### src/hdl/line_perf_pkg.sv
// Constants, register map and timing for the line performance monitor.
// Contract
// - Recompute frame check bits, flag mismatching frame.
// - Segment anomaly on any regenerator CRC anomaly.
// - Plesiochronous: three bad framing frames set loss.
// - Synchronous: three bad sync frames set loss.
// - Segment defect follows any regenerator sync loss.
// - Attenuation above threshold raises attenuation defect.
// - Margin below threshold raises margin defect.
// - Sync loss failure after 2.5 s defect.
// - Failure held 2 s, cleared after chosen absence.
// - Code violation count increments per CRC anomaly.
// - Errored second on anomaly or sync loss.
// - Severe second on 50 anomalies or loss.
// - Sync loss second counted, never inhibited.
// - Ten severe seconds enter, ten clean leave unavailability.
// - Unavailable seconds always counted, never inhibited.
// - Errored and severe seconds retroactively inhibited when unavailable.
// - Code violations inhibited during severe seconds.
// - Free-running wrap-around counters, read by differences.
// - Errored second counter is eight bits wide.
// - Sync loss failure resets own source address.
package line_perf_pkg;
  // Register word addresses.
  localparam logic [3:0] ADDR_CTRL   = 4'h0;
  localparam logic [3:0] ADDR_THRESH = 4'h1;
  localparam logic [3:0] ADDR_STATUS = 4'h2;
  localparam logic [3:0] ADDR_CV     = 4'h3;
  localparam logic [3:0] ADDR_ES     = 4'h4;
  localparam logic [3:0] ADDR_SES    = 4'h5;
  localparam logic [3:0] ADDR_SYNC_LOSS_SECOND_COUNT  = 4'h6;
  localparam logic [3:0] ADDR_UAS    = 4'h7;
  // Field positions.
  localparam int CTRL_SYNC_BIT   = 0;
  localparam int CTRL_CLR_LSB    = 8;
  localparam int THR_ATTEN_LSB   = 0;
  localparam int THR_SNR_LSB     = 8;
  // Reset values.
  localparam logic       CTRL_SYNC_RST = 1'b0;
  localparam logic [7:0] CLR_TENTHS_RST = 8'h1e;
  localparam logic [7:0] ATTEN_THR_RST  = 8'hff;
  localparam logic [7:0] SNR_THR_RST    = 8'h00;
  // Frame check polynomial, serial form without the top term.
  localparam logic [5:0] CRC_POLY = 6'h03;
  // Framing run lengths.
  localparam logic [1:0] SYNC_WORD_LOSS_SET_FRAMES = 2'h3;
  localparam logic [1:0] SYNC_WORD_LOSS_CLR_FRAMES = 2'h2;
  // Per-second thresholds.
  localparam logic [8:0] SES_ANOM_MIN = 9'h032;
  localparam logic [3:0] UNAVAIL_RUN  = 4'ha;
  // Time base: a tenth of a second at the 100 MHz clock.
  localparam int TENTH_MS         = 100;
  localparam int CLK_KHZ          = 100000;
  localparam int TENTH_CYCLES     = TENTH_MS * CLK_KHZ;
  localparam logic [3:0] TENTHS_PER_SEC = 4'ha;
  // Failure timing in tenths of a second.
  localparam logic [7:0] FAIL_SET_TENTHS  = 8'h19;
  localparam logic [7:0] FAIL_HOLD_TENTHS = 8'h14;
  localparam logic [7:0] CLR_TENTHS_MIN   = 8'h14;
  localparam logic [7:0] CLR_TENTHS_MAX   = 8'hc8;
  // Line availability states.
  typedef enum logic [1:0] {
    LINE_AVAIL   = 2'b01,
    LINE_UNAVAIL = 2'b10
  } line_state_e;
endpackage

### src/hdl/line_perf_mon.sv
// Line performance monitor: defects, failures and second counters.
//
// The implementer's own choices: the strobed register port and the register offsets.
`timescale 1ns/10ps
`default_nettype none
module line_perf_mon
  import line_perf_pkg::*;
#(
  parameter int TENTH_CYC = TENTH_CYCLES
)(
  // Clock and reset.
  input  wire logic        clk,
  input  wire logic        rst_b,
  // Received frame stream from the framer.
  input  wire logic        frame_start,
  input  wire logic        bit_valid,
  input  wire logic        bit_data,
  input  wire logic        frame_end,
  input  wire logic [5:0]  rx_crc,
  input  wire logic        sync_err,
  input  wire logic        stuff_err,
  // Indicator bits received from upstream regenerators.
  input  wire logic        seg_anom_in,
  input  wire logic        seg_def_in,
  // Line measurements.
  input  wire logic [7:0]  loop_atten,
  input  wire logic [7:0]  snr_margin,
  // Register port.
  input  wire logic [3:0]  reg_addr,
  input  wire logic [15:0] reg_wdata,
  input  wire logic        reg_wr,
  input  wire logic        reg_rd,
  output logic [15:0]      reg_rdata,
  // Indicator bits sent onward and local indications.
  output logic             sega_out,
  output logic             segd_out,
  output logic             sync_word_loss,
  output logic             sync_word_loss_failure,
  output logic             atten_defect,
  output logic             snr_defect,
  output logic             src_addr_clear
);
  localparam int TW = $clog2(TENTH_CYC + 1);

  logic          check_done;
  logic          crc_err;
  logic          sync_err_q;
  logic          stuff_err_q;
  logic          mode_sync_q;
  logic [7:0]    clr_tenths_q;
  logic [7:0]    atten_thr_q;
  logic [7:0]    snr_thr_q;
  logic [1:0]    err_run_q;
  logic [1:0]    ok_run_q;
  logic          sync_word_loss_q;
  logic [TW-1:0] tcnt_q;
  logic [3:0]    tenth_q;
  logic          tenth_tick;
  logic          sec_tick;
  logic [7:0]    def_run_q;
  logic [7:0]    abs_run_q;
  logic [7:0]    age_q;
  logic          fail_q;
  logic          fail_prev_q;
  logic [8:0]    anom_q;
  logic          sync_word_loss_seen_q;
  logic          sec_es;
  logic          sec_ses;
  logic [8:0]    anom_now;
  logic [15:0]   cv_q;
  logic [7:0]    es_q;
  logic [7:0]    ses_q;
  logic [7:0]    sync_loss_second_count_q;
  logic [15:0]   uas_q;
  line_state_e   state_q;
  logic [3:0]    run_q;
  logic [3:0]    es_run_q;
  logic          frame_bad;
  logic [7:0]    clr_wr;
  logic [15:0]   status_w;
  logic [15:0]   rd_mux;

  // Frame check bits recomputed for each frame.
  frame_crc_check u_crc (
    .clk         (clk),
    .rst_b       (rst_b),
    .frame_start (frame_start),
    .bit_valid   (bit_valid),
    .bit_data    (bit_data),
    .frame_end   (frame_end),
    .rx_crc      (rx_crc),
    .check_done  (check_done),
    .crc_err     (crc_err)
  );

  // Framing errors are held to line up with the check result.
  always_ff @(posedge clk or negedge rst_b) begin
    if (!rst_b) begin
      sync_err_q  <= 1'b0;
      stuff_err_q <= 1'b0;
    end else if (frame_end) begin
      sync_err_q  <= sync_err;
      stuff_err_q <= stuff_err;
    end
  end

  assign frame_bad = sync_err_q | (!mode_sync_q & stuff_err_q);

  // Sync word loss defect from runs of bad and good frames.
  always_ff @(posedge clk or negedge rst_b) begin
    if (!rst_b) begin
      err_run_q <= 2'h0;
      ok_run_q  <= 2'h0;
      sync_word_loss_q    <= 1'b0;
    end else if (check_done) begin
      err_run_q <= frame_bad ? ((err_run_q == SYNC_WORD_LOSS_SET_FRAMES) ?
                   err_run_q : err_run_q + 2'h1) : 2'h0;
      ok_run_q  <= frame_bad ? 2'h0 : ((ok_run_q == SYNC_WORD_LOSS_CLR_FRAMES) ?
                   ok_run_q : ok_run_q + 2'h1);
      if (frame_bad && err_run_q == SYNC_WORD_LOSS_SET_FRAMES - 2'h1)
        sync_word_loss_q <= 1'b1;
      else if (!frame_bad && ok_run_q == SYNC_WORD_LOSS_CLR_FRAMES - 2'h1)
        sync_word_loss_q <= 1'b0;
    end
  end

  assign tenth_tick = (tcnt_q == TW'(TENTH_CYC - 1));
  assign sec_tick   = tenth_tick && (tenth_q == TENTHS_PER_SEC - 4'h1);

  always_ff @(posedge clk or negedge rst_b) begin
    if (!rst_b) begin
      tcnt_q  <= '0;
      tenth_q <= 4'h0;
    end else begin
      tcnt_q  <= tenth_tick ? '0 : tcnt_q + TW'(1);
      if (tenth_tick)
        tenth_q <= sec_tick ? 4'h0 : tenth_q + 4'h1;
    end
  end

  // Failure set, hold and clear in tenths of a second.
  always_ff @(posedge clk or negedge rst_b) begin
    if (!rst_b) begin
      def_run_q <= 8'h00;
      abs_run_q <= 8'h00;
      age_q     <= 8'h00;
      fail_q    <= 1'b0;
    end else begin
      if (!sync_word_loss_q)
        def_run_q <= 8'h00;
      else if (tenth_tick && def_run_q != FAIL_SET_TENTHS)
        def_run_q <= def_run_q + 8'h01;
      if (sync_word_loss_q)
        abs_run_q <= 8'h00;
      else if (tenth_tick && abs_run_q != 8'hff)
        abs_run_q <= abs_run_q + 8'h01;
      if (!fail_q)
        age_q <= 8'h00;
      else if (tenth_tick && age_q != 8'hff)
        age_q <= age_q + 8'h01;
      if (!fail_q && sync_word_loss_q && def_run_q == FAIL_SET_TENTHS)
        fail_q <= 1'b1;
      else if (fail_q && age_q >= FAIL_HOLD_TENTHS &&
               abs_run_q >= clr_tenths_q)
        fail_q <= 1'b0;
    end
  end

  // Per-second evaluation of the accumulated interval.
  assign anom_now = (anom_q == 9'h1ff) ? anom_q : anom_q + 9'h001;
  assign sec_es   = (anom_q != 9'h000) || sync_word_loss_seen_q;
  assign sec_ses  = (anom_q >= SES_ANOM_MIN) || sync_word_loss_seen_q;

  always_ff @(posedge clk or negedge rst_b) begin
    if (!rst_b) begin
      anom_q      <= 9'h000;
      sync_word_loss_seen_q <= 1'b0;
    end else begin
      anom_q      <= sec_tick ? {8'h00, crc_err} :
                     (crc_err ? anom_now : anom_q);
      sync_word_loss_seen_q <= sec_tick ? sync_word_loss_q : (sync_word_loss_seen_q | sync_word_loss_q);
    end
  end

  // Modulo counters and availability; nothing clears them but reset.
  always_ff @(posedge clk or negedge rst_b) begin
    if (!rst_b) begin
      cv_q     <= 16'h0000;
      es_q     <= 8'h00;
      ses_q    <= 8'h00;
      sync_loss_second_count_q  <= 8'h00;
      uas_q    <= 16'h0000;
      state_q  <= LINE_AVAIL;
      run_q    <= 4'h0;
      es_run_q <= 4'h0;
    end else if (sec_tick) begin
      if (!sec_ses)
        cv_q <= cv_q + {7'h00, anom_q};
      if (sync_word_loss_seen_q)
        sync_loss_second_count_q <= sync_loss_second_count_q + 8'h01;
      case (state_q)
        LINE_AVAIL: begin
          if (sec_ses) begin
            if (run_q == UNAVAIL_RUN - 4'h1) begin
              state_q <= LINE_UNAVAIL;
              run_q   <= 4'h0;
              es_q    <= es_q - 8'h09;
              ses_q   <= ses_q - 8'h09;
              uas_q   <= uas_q + 16'h000a;
            end else begin
              run_q <= run_q + 4'h1;
              es_q  <= es_q + 8'h01;
              ses_q <= ses_q + 8'h01;
            end
          end else begin
            run_q <= 4'h0;
            if (sec_es)
              es_q <= es_q + 8'h01;
          end
        end
        LINE_UNAVAIL: begin
          if (sec_ses) begin
            run_q    <= 4'h0;
            es_run_q <= 4'h0;
            uas_q    <= uas_q + 16'h0001;
          end else if (run_q == UNAVAIL_RUN - 4'h1) begin
            state_q  <= LINE_AVAIL;
            run_q    <= 4'h0;
            es_run_q <= 4'h0;
            uas_q    <= uas_q - 16'h0009;
            es_q     <= es_q + {4'h0, es_run_q} + {7'h00, sec_es};
          end else begin
            run_q    <= run_q + 4'h1;
            es_run_q <= es_run_q + {3'h0, sec_es};
            uas_q    <= uas_q + 16'h0001;
          end
        end
        default: begin
          state_q <= LINE_AVAIL;
          run_q   <= 4'h0;
        end
      endcase
    end
  end

  // Indicators, measurement defects and address reset pulse.
  always_ff @(posedge clk or negedge rst_b) begin
    if (!rst_b) begin
      sega_out       <= 1'b0;
      segd_out       <= 1'b0;
      atten_defect   <= 1'b0;
      snr_defect     <= 1'b0;
      src_addr_clear <= 1'b0;
      fail_prev_q    <= 1'b0;
    end else begin
      if (check_done)
        sega_out <= crc_err | seg_anom_in;
      segd_out       <= sync_word_loss_q | seg_def_in;
      atten_defect   <= loop_atten > atten_thr_q;
      snr_defect     <= snr_margin < snr_thr_q;
      src_addr_clear <= fail_q && !fail_prev_q;
      fail_prev_q    <= fail_q;
    end
  end

  assign sync_word_loss = sync_word_loss_q;
  assign sync_word_loss_failure   = fail_q;

  // Register decode; the clear time is kept inside its allowed span.
  assign clr_wr = (reg_wdata[CTRL_CLR_LSB +: 8] < CLR_TENTHS_MIN) ?
                  CLR_TENTHS_MIN :
                  (reg_wdata[CTRL_CLR_LSB +: 8] > CLR_TENTHS_MAX) ?
                  CLR_TENTHS_MAX : reg_wdata[CTRL_CLR_LSB +: 8];
  assign status_w = {9'h000, state_q == LINE_UNAVAIL, segd_out, sega_out,
                     snr_defect, atten_defect, fail_q, sync_word_loss_q};
  assign rd_mux = (reg_addr == ADDR_CTRL)   ?
                    {clr_tenths_q, 7'h00, mode_sync_q} :
                  (reg_addr == ADDR_THRESH) ? {snr_thr_q, atten_thr_q} :
                  (reg_addr == ADDR_STATUS) ? status_w :
                  (reg_addr == ADDR_CV)     ? cv_q :
                  (reg_addr == ADDR_ES)     ? {8'h00, es_q} :
                  (reg_addr == ADDR_SES)    ? {8'h00, ses_q} :
                  (reg_addr == ADDR_SYNC_LOSS_SECOND_COUNT)  ? {8'h00, sync_loss_second_count_q} :
                  (reg_addr == ADDR_UAS)    ? uas_q : 16'h0000;

  always_ff @(posedge clk or negedge rst_b) begin
    if (!rst_b) begin
      mode_sync_q  <= CTRL_SYNC_RST;
      clr_tenths_q <= CLR_TENTHS_RST;
      atten_thr_q  <= ATTEN_THR_RST;
      snr_thr_q    <= SNR_THR_RST;
      reg_rdata    <= 16'h0000;
    end else begin
      if (reg_wr && reg_addr == ADDR_CTRL) begin
        mode_sync_q  <= reg_wdata[CTRL_SYNC_BIT];
        clr_tenths_q <= clr_wr;
      end
      if (reg_wr && reg_addr == ADDR_THRESH) begin
        atten_thr_q <= reg_wdata[THR_ATTEN_LSB +: 8];
        snr_thr_q   <= reg_wdata[THR_SNR_LSB +: 8];
      end
      reg_rdata <= reg_rd ? rd_mux : 16'h0000;
    end
  end

  property p_sync_word_loss_set;
    @(posedge clk) disable iff (!rst_b)
      check_done && frame_bad && err_run_q == 2'h2 |=> sync_word_loss_q;
  endproperty
  a_sync_word_loss_set: assert property (p_sync_word_loss_set)
    else $error("sync loss not set after third bad frame");

  property p_sync_word_loss_clr;
    @(posedge clk) disable iff (!rst_b)
      check_done && !frame_bad && ok_run_q == 2'h1 |=> !sync_word_loss_q;
  endproperty
  a_sync_word_loss_clr: assert property (p_sync_word_loss_clr)
    else $error("sync loss not cleared after second good frame");

  property p_sega;
    @(posedge clk) disable iff (!rst_b)
      check_done && crc_err |=> sega_out;
  endproperty
  a_sega: assert property (p_sega)
    else $error("segment anomaly missing after check mismatch");

  property p_segd;
    @(posedge clk) disable iff (!rst_b)
      sync_word_loss_q ##1 sync_word_loss_q |-> segd_out;
  endproperty
  a_segd: assert property (p_segd)
    else $error("segment defect missing during sync loss");

  property p_atten;
    @(posedge clk) disable iff (!rst_b)
      $stable(loop_atten) && $stable(atten_thr_q) ##1 1'b1
      |-> atten_defect == ($past(loop_atten) > $past(atten_thr_q));
  endproperty
  a_atten: assert property (p_atten)
    else $error("attenuation defect does not follow threshold");

  property p_snr;
    @(posedge clk) disable iff (!rst_b)
      snr_margin < snr_thr_q |=> snr_defect;
  endproperty
  a_snr: assert property (p_snr)
    else $error("margin defect missing below threshold");

  property p_fail_set;
    @(posedge clk) disable iff (!rst_b)
      !fail_q && sync_word_loss_q && def_run_q == FAIL_SET_TENTHS |=> fail_q;
  endproperty
  a_fail_set: assert property (p_fail_set)
    else $error("failure not declared after contiguous defect");

  property p_fail_hold;
    @(posedge clk) disable iff (!rst_b)
      fail_q && age_q < FAIL_HOLD_TENTHS |=> fail_q;
  endproperty
  a_fail_hold: assert property (p_fail_hold)
    else $error("failure dropped before minimum hold");

  property p_sync_loss_second_count;
    @(posedge clk) disable iff (!rst_b)
      sec_tick && sync_word_loss_seen_q |=> sync_loss_second_count_q == $past(sync_loss_second_count_q) + 8'h01;
  endproperty
  a_sync_loss_second_count: assert property (p_sync_loss_second_count)
    else $error("sync loss second not counted");

  property p_cv_inh;
    @(posedge clk) disable iff (!rst_b)
      sec_tick && sec_ses |=> $stable(cv_q);
  endproperty
  a_cv_inh: assert property (p_cv_inh)
    else $error("code violations counted in severe second");

  property p_uas;
    @(posedge clk) disable iff (!rst_b)
      sec_tick && state_q == LINE_UNAVAIL && sec_ses
      |=> uas_q == $past(uas_q) + 16'h0001;
  endproperty
  a_uas: assert property (p_uas)
    else $error("unavailable second not counted");

  property p_addr;
    @(posedge clk) disable iff (!rst_b)
      !fail_q ##1 fail_q |=> src_addr_clear;
  endproperty
  a_addr: assert property (p_addr)
    else $error("source address clear missing on failure");
endmodule
`default_nettype wire

### src/hdl/frame_crc_check.sv
// Serial frame check bit recomputation and compare for one frame.
`timescale 1ns/10ps
`default_nettype none
module frame_crc_check
  import line_perf_pkg::*;
(
  // Clock and reset.
  input  wire logic       clk,
  input  wire logic       rst_b,
  // Received frame bits.
  input  wire logic       frame_start,
  input  wire logic       bit_valid,
  input  wire logic       bit_data,
  input  wire logic       frame_end,
  input  wire logic [5:0] rx_crc,
  // Result, one cycle after frame end.
  output logic            check_done,
  output logic            crc_err
);
  logic [5:0] crc_q;
  logic [5:0] crc_d;
  logic       fb;

  // Feedback and next remainder for one covered bit.
  assign fb    = bit_data ^ crc_q[5];
  assign crc_d = frame_start ? 6'h00 :
                 bit_valid ? ({crc_q[4:0], 1'b0} ^ (fb ? CRC_POLY : 6'h00))
                           : crc_q;

  // Remainder register and per-frame verdict.
  always_ff @(posedge clk or negedge rst_b) begin
    if (!rst_b) begin
      crc_q      <= 6'h00;
      check_done <= 1'b0;
      crc_err    <= 1'b0;
    end else begin
      crc_q      <= crc_d;
      check_done <= frame_end;
      crc_err    <= frame_end && (crc_q != rx_crc);
    end
  end
endmodule
`default_nettype wire

### config.mk
export PLATFORM = sky130hd
export DESIGN_NAME = line_perf_mon
export DESIGN_NICKNAME = d
export VERILOG_FILES = /design/src/hdl/line_perf_pkg.sv /design/src/hdl/line_perf_mon.sv /design/src/hdl/frame_crc_check.sv
export SDC_FILE = /design/constraint.sdc
export NUM_CORES = 1
export LEC_CHECK = 0
export BUFFER_PORTS_ARGS = -buffer_cell sky130_fd_sc_hd__buf_2
export CAP_MARGIN = 20
export CORE_UTILIZATION = 55
export DETAILED_ROUTE_END_ITERATION = 10
export GPL_ROUTABILITY_DRIVEN = 0
export HOLD_SLACK_MARGIN = 0.02
export PLACE_DENSITY_LB_ADDON = 0.3
export RECOVER_POWER = 100
export SYNTH_ARGS = -nofsm -noshare
export SYNTH_HDL_FRONTEND = slang
export SYNTH_HIERARCHICAL = 1
export SYNTH_SLANG_ARGS = --single-unit
### constraint.sdc
create_clock -name clk -period 2.6 [get_ports clk]
set_input_delay 0.52 -clock clk [delete_from_list [all_inputs] [get_ports clk]]
set_output_delay 0.52 -clock clk [all_outputs]
set_load 0.01 [all_outputs]
==> metrics.cfg <==
[run_status]
status=completed

[finish]
final_area_um2=12700
final_layout_size_suffix_gt1_frac=0.169
nets=1400
final_util=0.650
fillers=1620
ff_latch_area_um2=4800
area_delta_synth_final_pct=15.2
multi_input_area_um2=5890

[timing]
skew_ns=0.00975
setup_ws_ns=0.0783
tns_ns=0
setup_viol=0
final_min_period_over_clock_period=0.970
worstMarginPinSlew_ns=1.20
max_clock_freq_mhz=397
fin_crit_ns=2.52
slew_headroom=0.199
hold_violations=0
rsz0062_at_grt=true
finalMaxSlewViolations=0

[die]
row_count=51
die_w_um=144
core_um2=19500
pin_count=77
die_y_um=144
initial_core_util=0.565
dieArea_um2=20600

[power_and_ir_drop]
power.total_uw=6910
p_per_area_nw_per_um2=544
ir_drop_mv=0.460
p_leak_uw=0.00583

[synth]
ys_ff_latch=191
yosys-top-cells-count=178 x dfrtp_1, 114 x nand2_1, 85 x nor2_1, 78 x o21ai_0, 70 x ha_1
synth_top_area_share=0.404
synth_most_common_cell=dfrtp_1
async_flop_share=1.00
ys.warnings.count=6
netlist_area_um2=11000
synth_ff_type=dfrtp_1
synth_edf_count=0
synth.area.top_cells=dfrtp_1 40%, ha_1 7.9%, xor2_1 4.1%
synth_area_leader_cell=dfrtp_1
synth.avg_cell_area_um2=9.58
synth_cell_type_count=76
synth_nets=1279
yosysSeqAreaShare=0.435
syn_inst=1151

[worst_setup_path]
r2r_setup_slack_ns=0.08
crit_fanout=12
rr_startpoint=tcnt_q[17]
reg2regPathDepth=6
worstSetupPathType=reg2reg
rr_endpoint=uas_q[2]
arrival_ns=2.83
endpoint_kind=register
worstSetupStartpointType=register
crit_required_ns=2.91

[routing]
wl_um=26200
via_count=8965
drt_pre_antenna_iters=6
drcViolationCount=0
ant_nets=0
post_drt_wl_per_cell_um=16.9
avgViaCountPerCell=5.78
drt_iter0_markers=629

[global_routing]
grt_pass1_wl_um=42900
antenna_found_initial=1
grt_overflow_total=0
track_usage=0.269
grt_max_degree=53
first_global_vias=8611

[place]
io_buffers=76
hpwlAfterDp_um=19500
place_ws_ns=0.0527
dpl_cell_area_um2=12100

[clocking]
cts_tree=yes
cts_buffers=17
worstSkewPairLatency_ns=0.44
clk_path_buf_depth=2
cts_root_buf=clkbuf_16
postCtsHoldBufs=0
htree_num_levels=4
clock_sinks=191
path_clk_slew_ns=0.08

[job]
cap_violations=0

[worst_hold_path]
min_path_type=in2reg
min_from=frame_end
whs_path_depth=1
whs_endpoint=u_crc/check_done

cell type report:
class,instances,area share
Antenna cell,1,0.000197
Clock buffer,18,0.0338
Clock inverter,14,0.0123
Inverter,59,0.0174
Multi-Input combinational cell,858,0.464
Sequential cell,191,0.378
Tap cell,265,0.0261
Timing Repair Buffer,145,0.0684
logic make-up (layout without fill, tap and decap cells):
family                   Yosys count  count (layout)  share of synthesized area
multiplexers                      40              40                     0.0404
XOR/XNOR                         101             101                     0.0809
flip-flops                       191             191                      0.435
AND/OR/NAND/NOR                  408             408                      0.185
AO/OA/AOI/OAI                    235             235                      0.136
adder cells (fa/ha/maj)           74              74                     0.0867
other                              0               1                          0
buffers and inverters            102             236                     0.0358
state kept, by name (all words and copies together) (netlist names), 9 cells and up:
signal     cells
anom_q         9
reg_rdata     16
cv_q          16
tcnt_q        24
uas_q         16
placed cells by master, fill, tap and decap left out, types with 6 or more instances in the layout:
master / instances
nand2b_1: 12
nor4_1: 7
clkbuf_1: 27
a21oi_1: 53
or3_1: 12
inv_1: 57
buf_4: 64
nor3_1: 25
nor2b_1: 14
ha_1: 69
o31ai_1: 7
a22oi_1: 17
xnor2_1: 50
a31oi_1: 6
dfrtp_1: 177
and2_1: 16
nand4_1: 26
dfstp_2: 13
o21a_1: 6
nor2_1: 82
o21ai_0: 77
nand2_1: 113
mux2i_1: 13
mux2_2: 26
a211oi_1: 8
xor2_1: 51
a21o_1: 10
buf_2: 51
nand3_1: 38
clkbuf_16: 17
and3_1: 23
where the power goes:
group	switching [uW]	leakage [uW]	total, uW	internal (uW)
clock	1230	0.000272	2590	1360
sequential	195	0.00254	3370	3180
combinational	522	0.00302	940	418
repair_timing:
action,4_1_cts,5_1_grt
pin swaps,0,1
setup endpoints to repair,1,11
buffers inserted,0,10
resized for setup,1,16
routing by layer:
| layer | track usage | part of all wire | vias to the layer above | wire [um] |
|---|---|---|---|---|
| met2 | 0.445 | 0.48 | 256 | 12600 |
| met5 | 0 | 0 | - | 0 |
| li1 | - | - | 4311 | - |
| met3 | 0.0447 | 0.054 | 45 | 1420 |
| met1 | 0.365 | 0.45 | 4353 | 11800 |
| met4 | 0.0745 | 0.018 | 0 | 460 |
through the flow:
stage          hold WS, ns  std cells
6_report             0.269       1551
3_3_place_gp         0.394       1508
5_1_grt              0.242       1550
4_1_cts             0.0323       1540
3_5_place_dp         0.407       1508
2_1_floorplan        0.224       1151
worst max-delay path, cell delays in order (launching register included):
cell and delay [ns]:
dfrtp_1 0.41, or4_4 0.52, or4_4 0.60, a211o_4 0.41
or3_1 0.32, o21ai_1 0.08, a21oi_1 0.06
worst max path at each step:
stage	cells past startpoint	from	endpoint
after global placement	6	tcnt_q[17]	uas_q[2]
after detailed placement	6	tcnt_q[17]	uas_q[2]
final	6	tcnt_q[17]	uas_q[2]
after global routing	7	tcnt_q[15]	uas_q[2]
after CTS	13	anom_q[0]	es_q[6]
after floorplan	8	tcnt_q[19]	uas_q[2]
(Power assumes the default switching activity.)
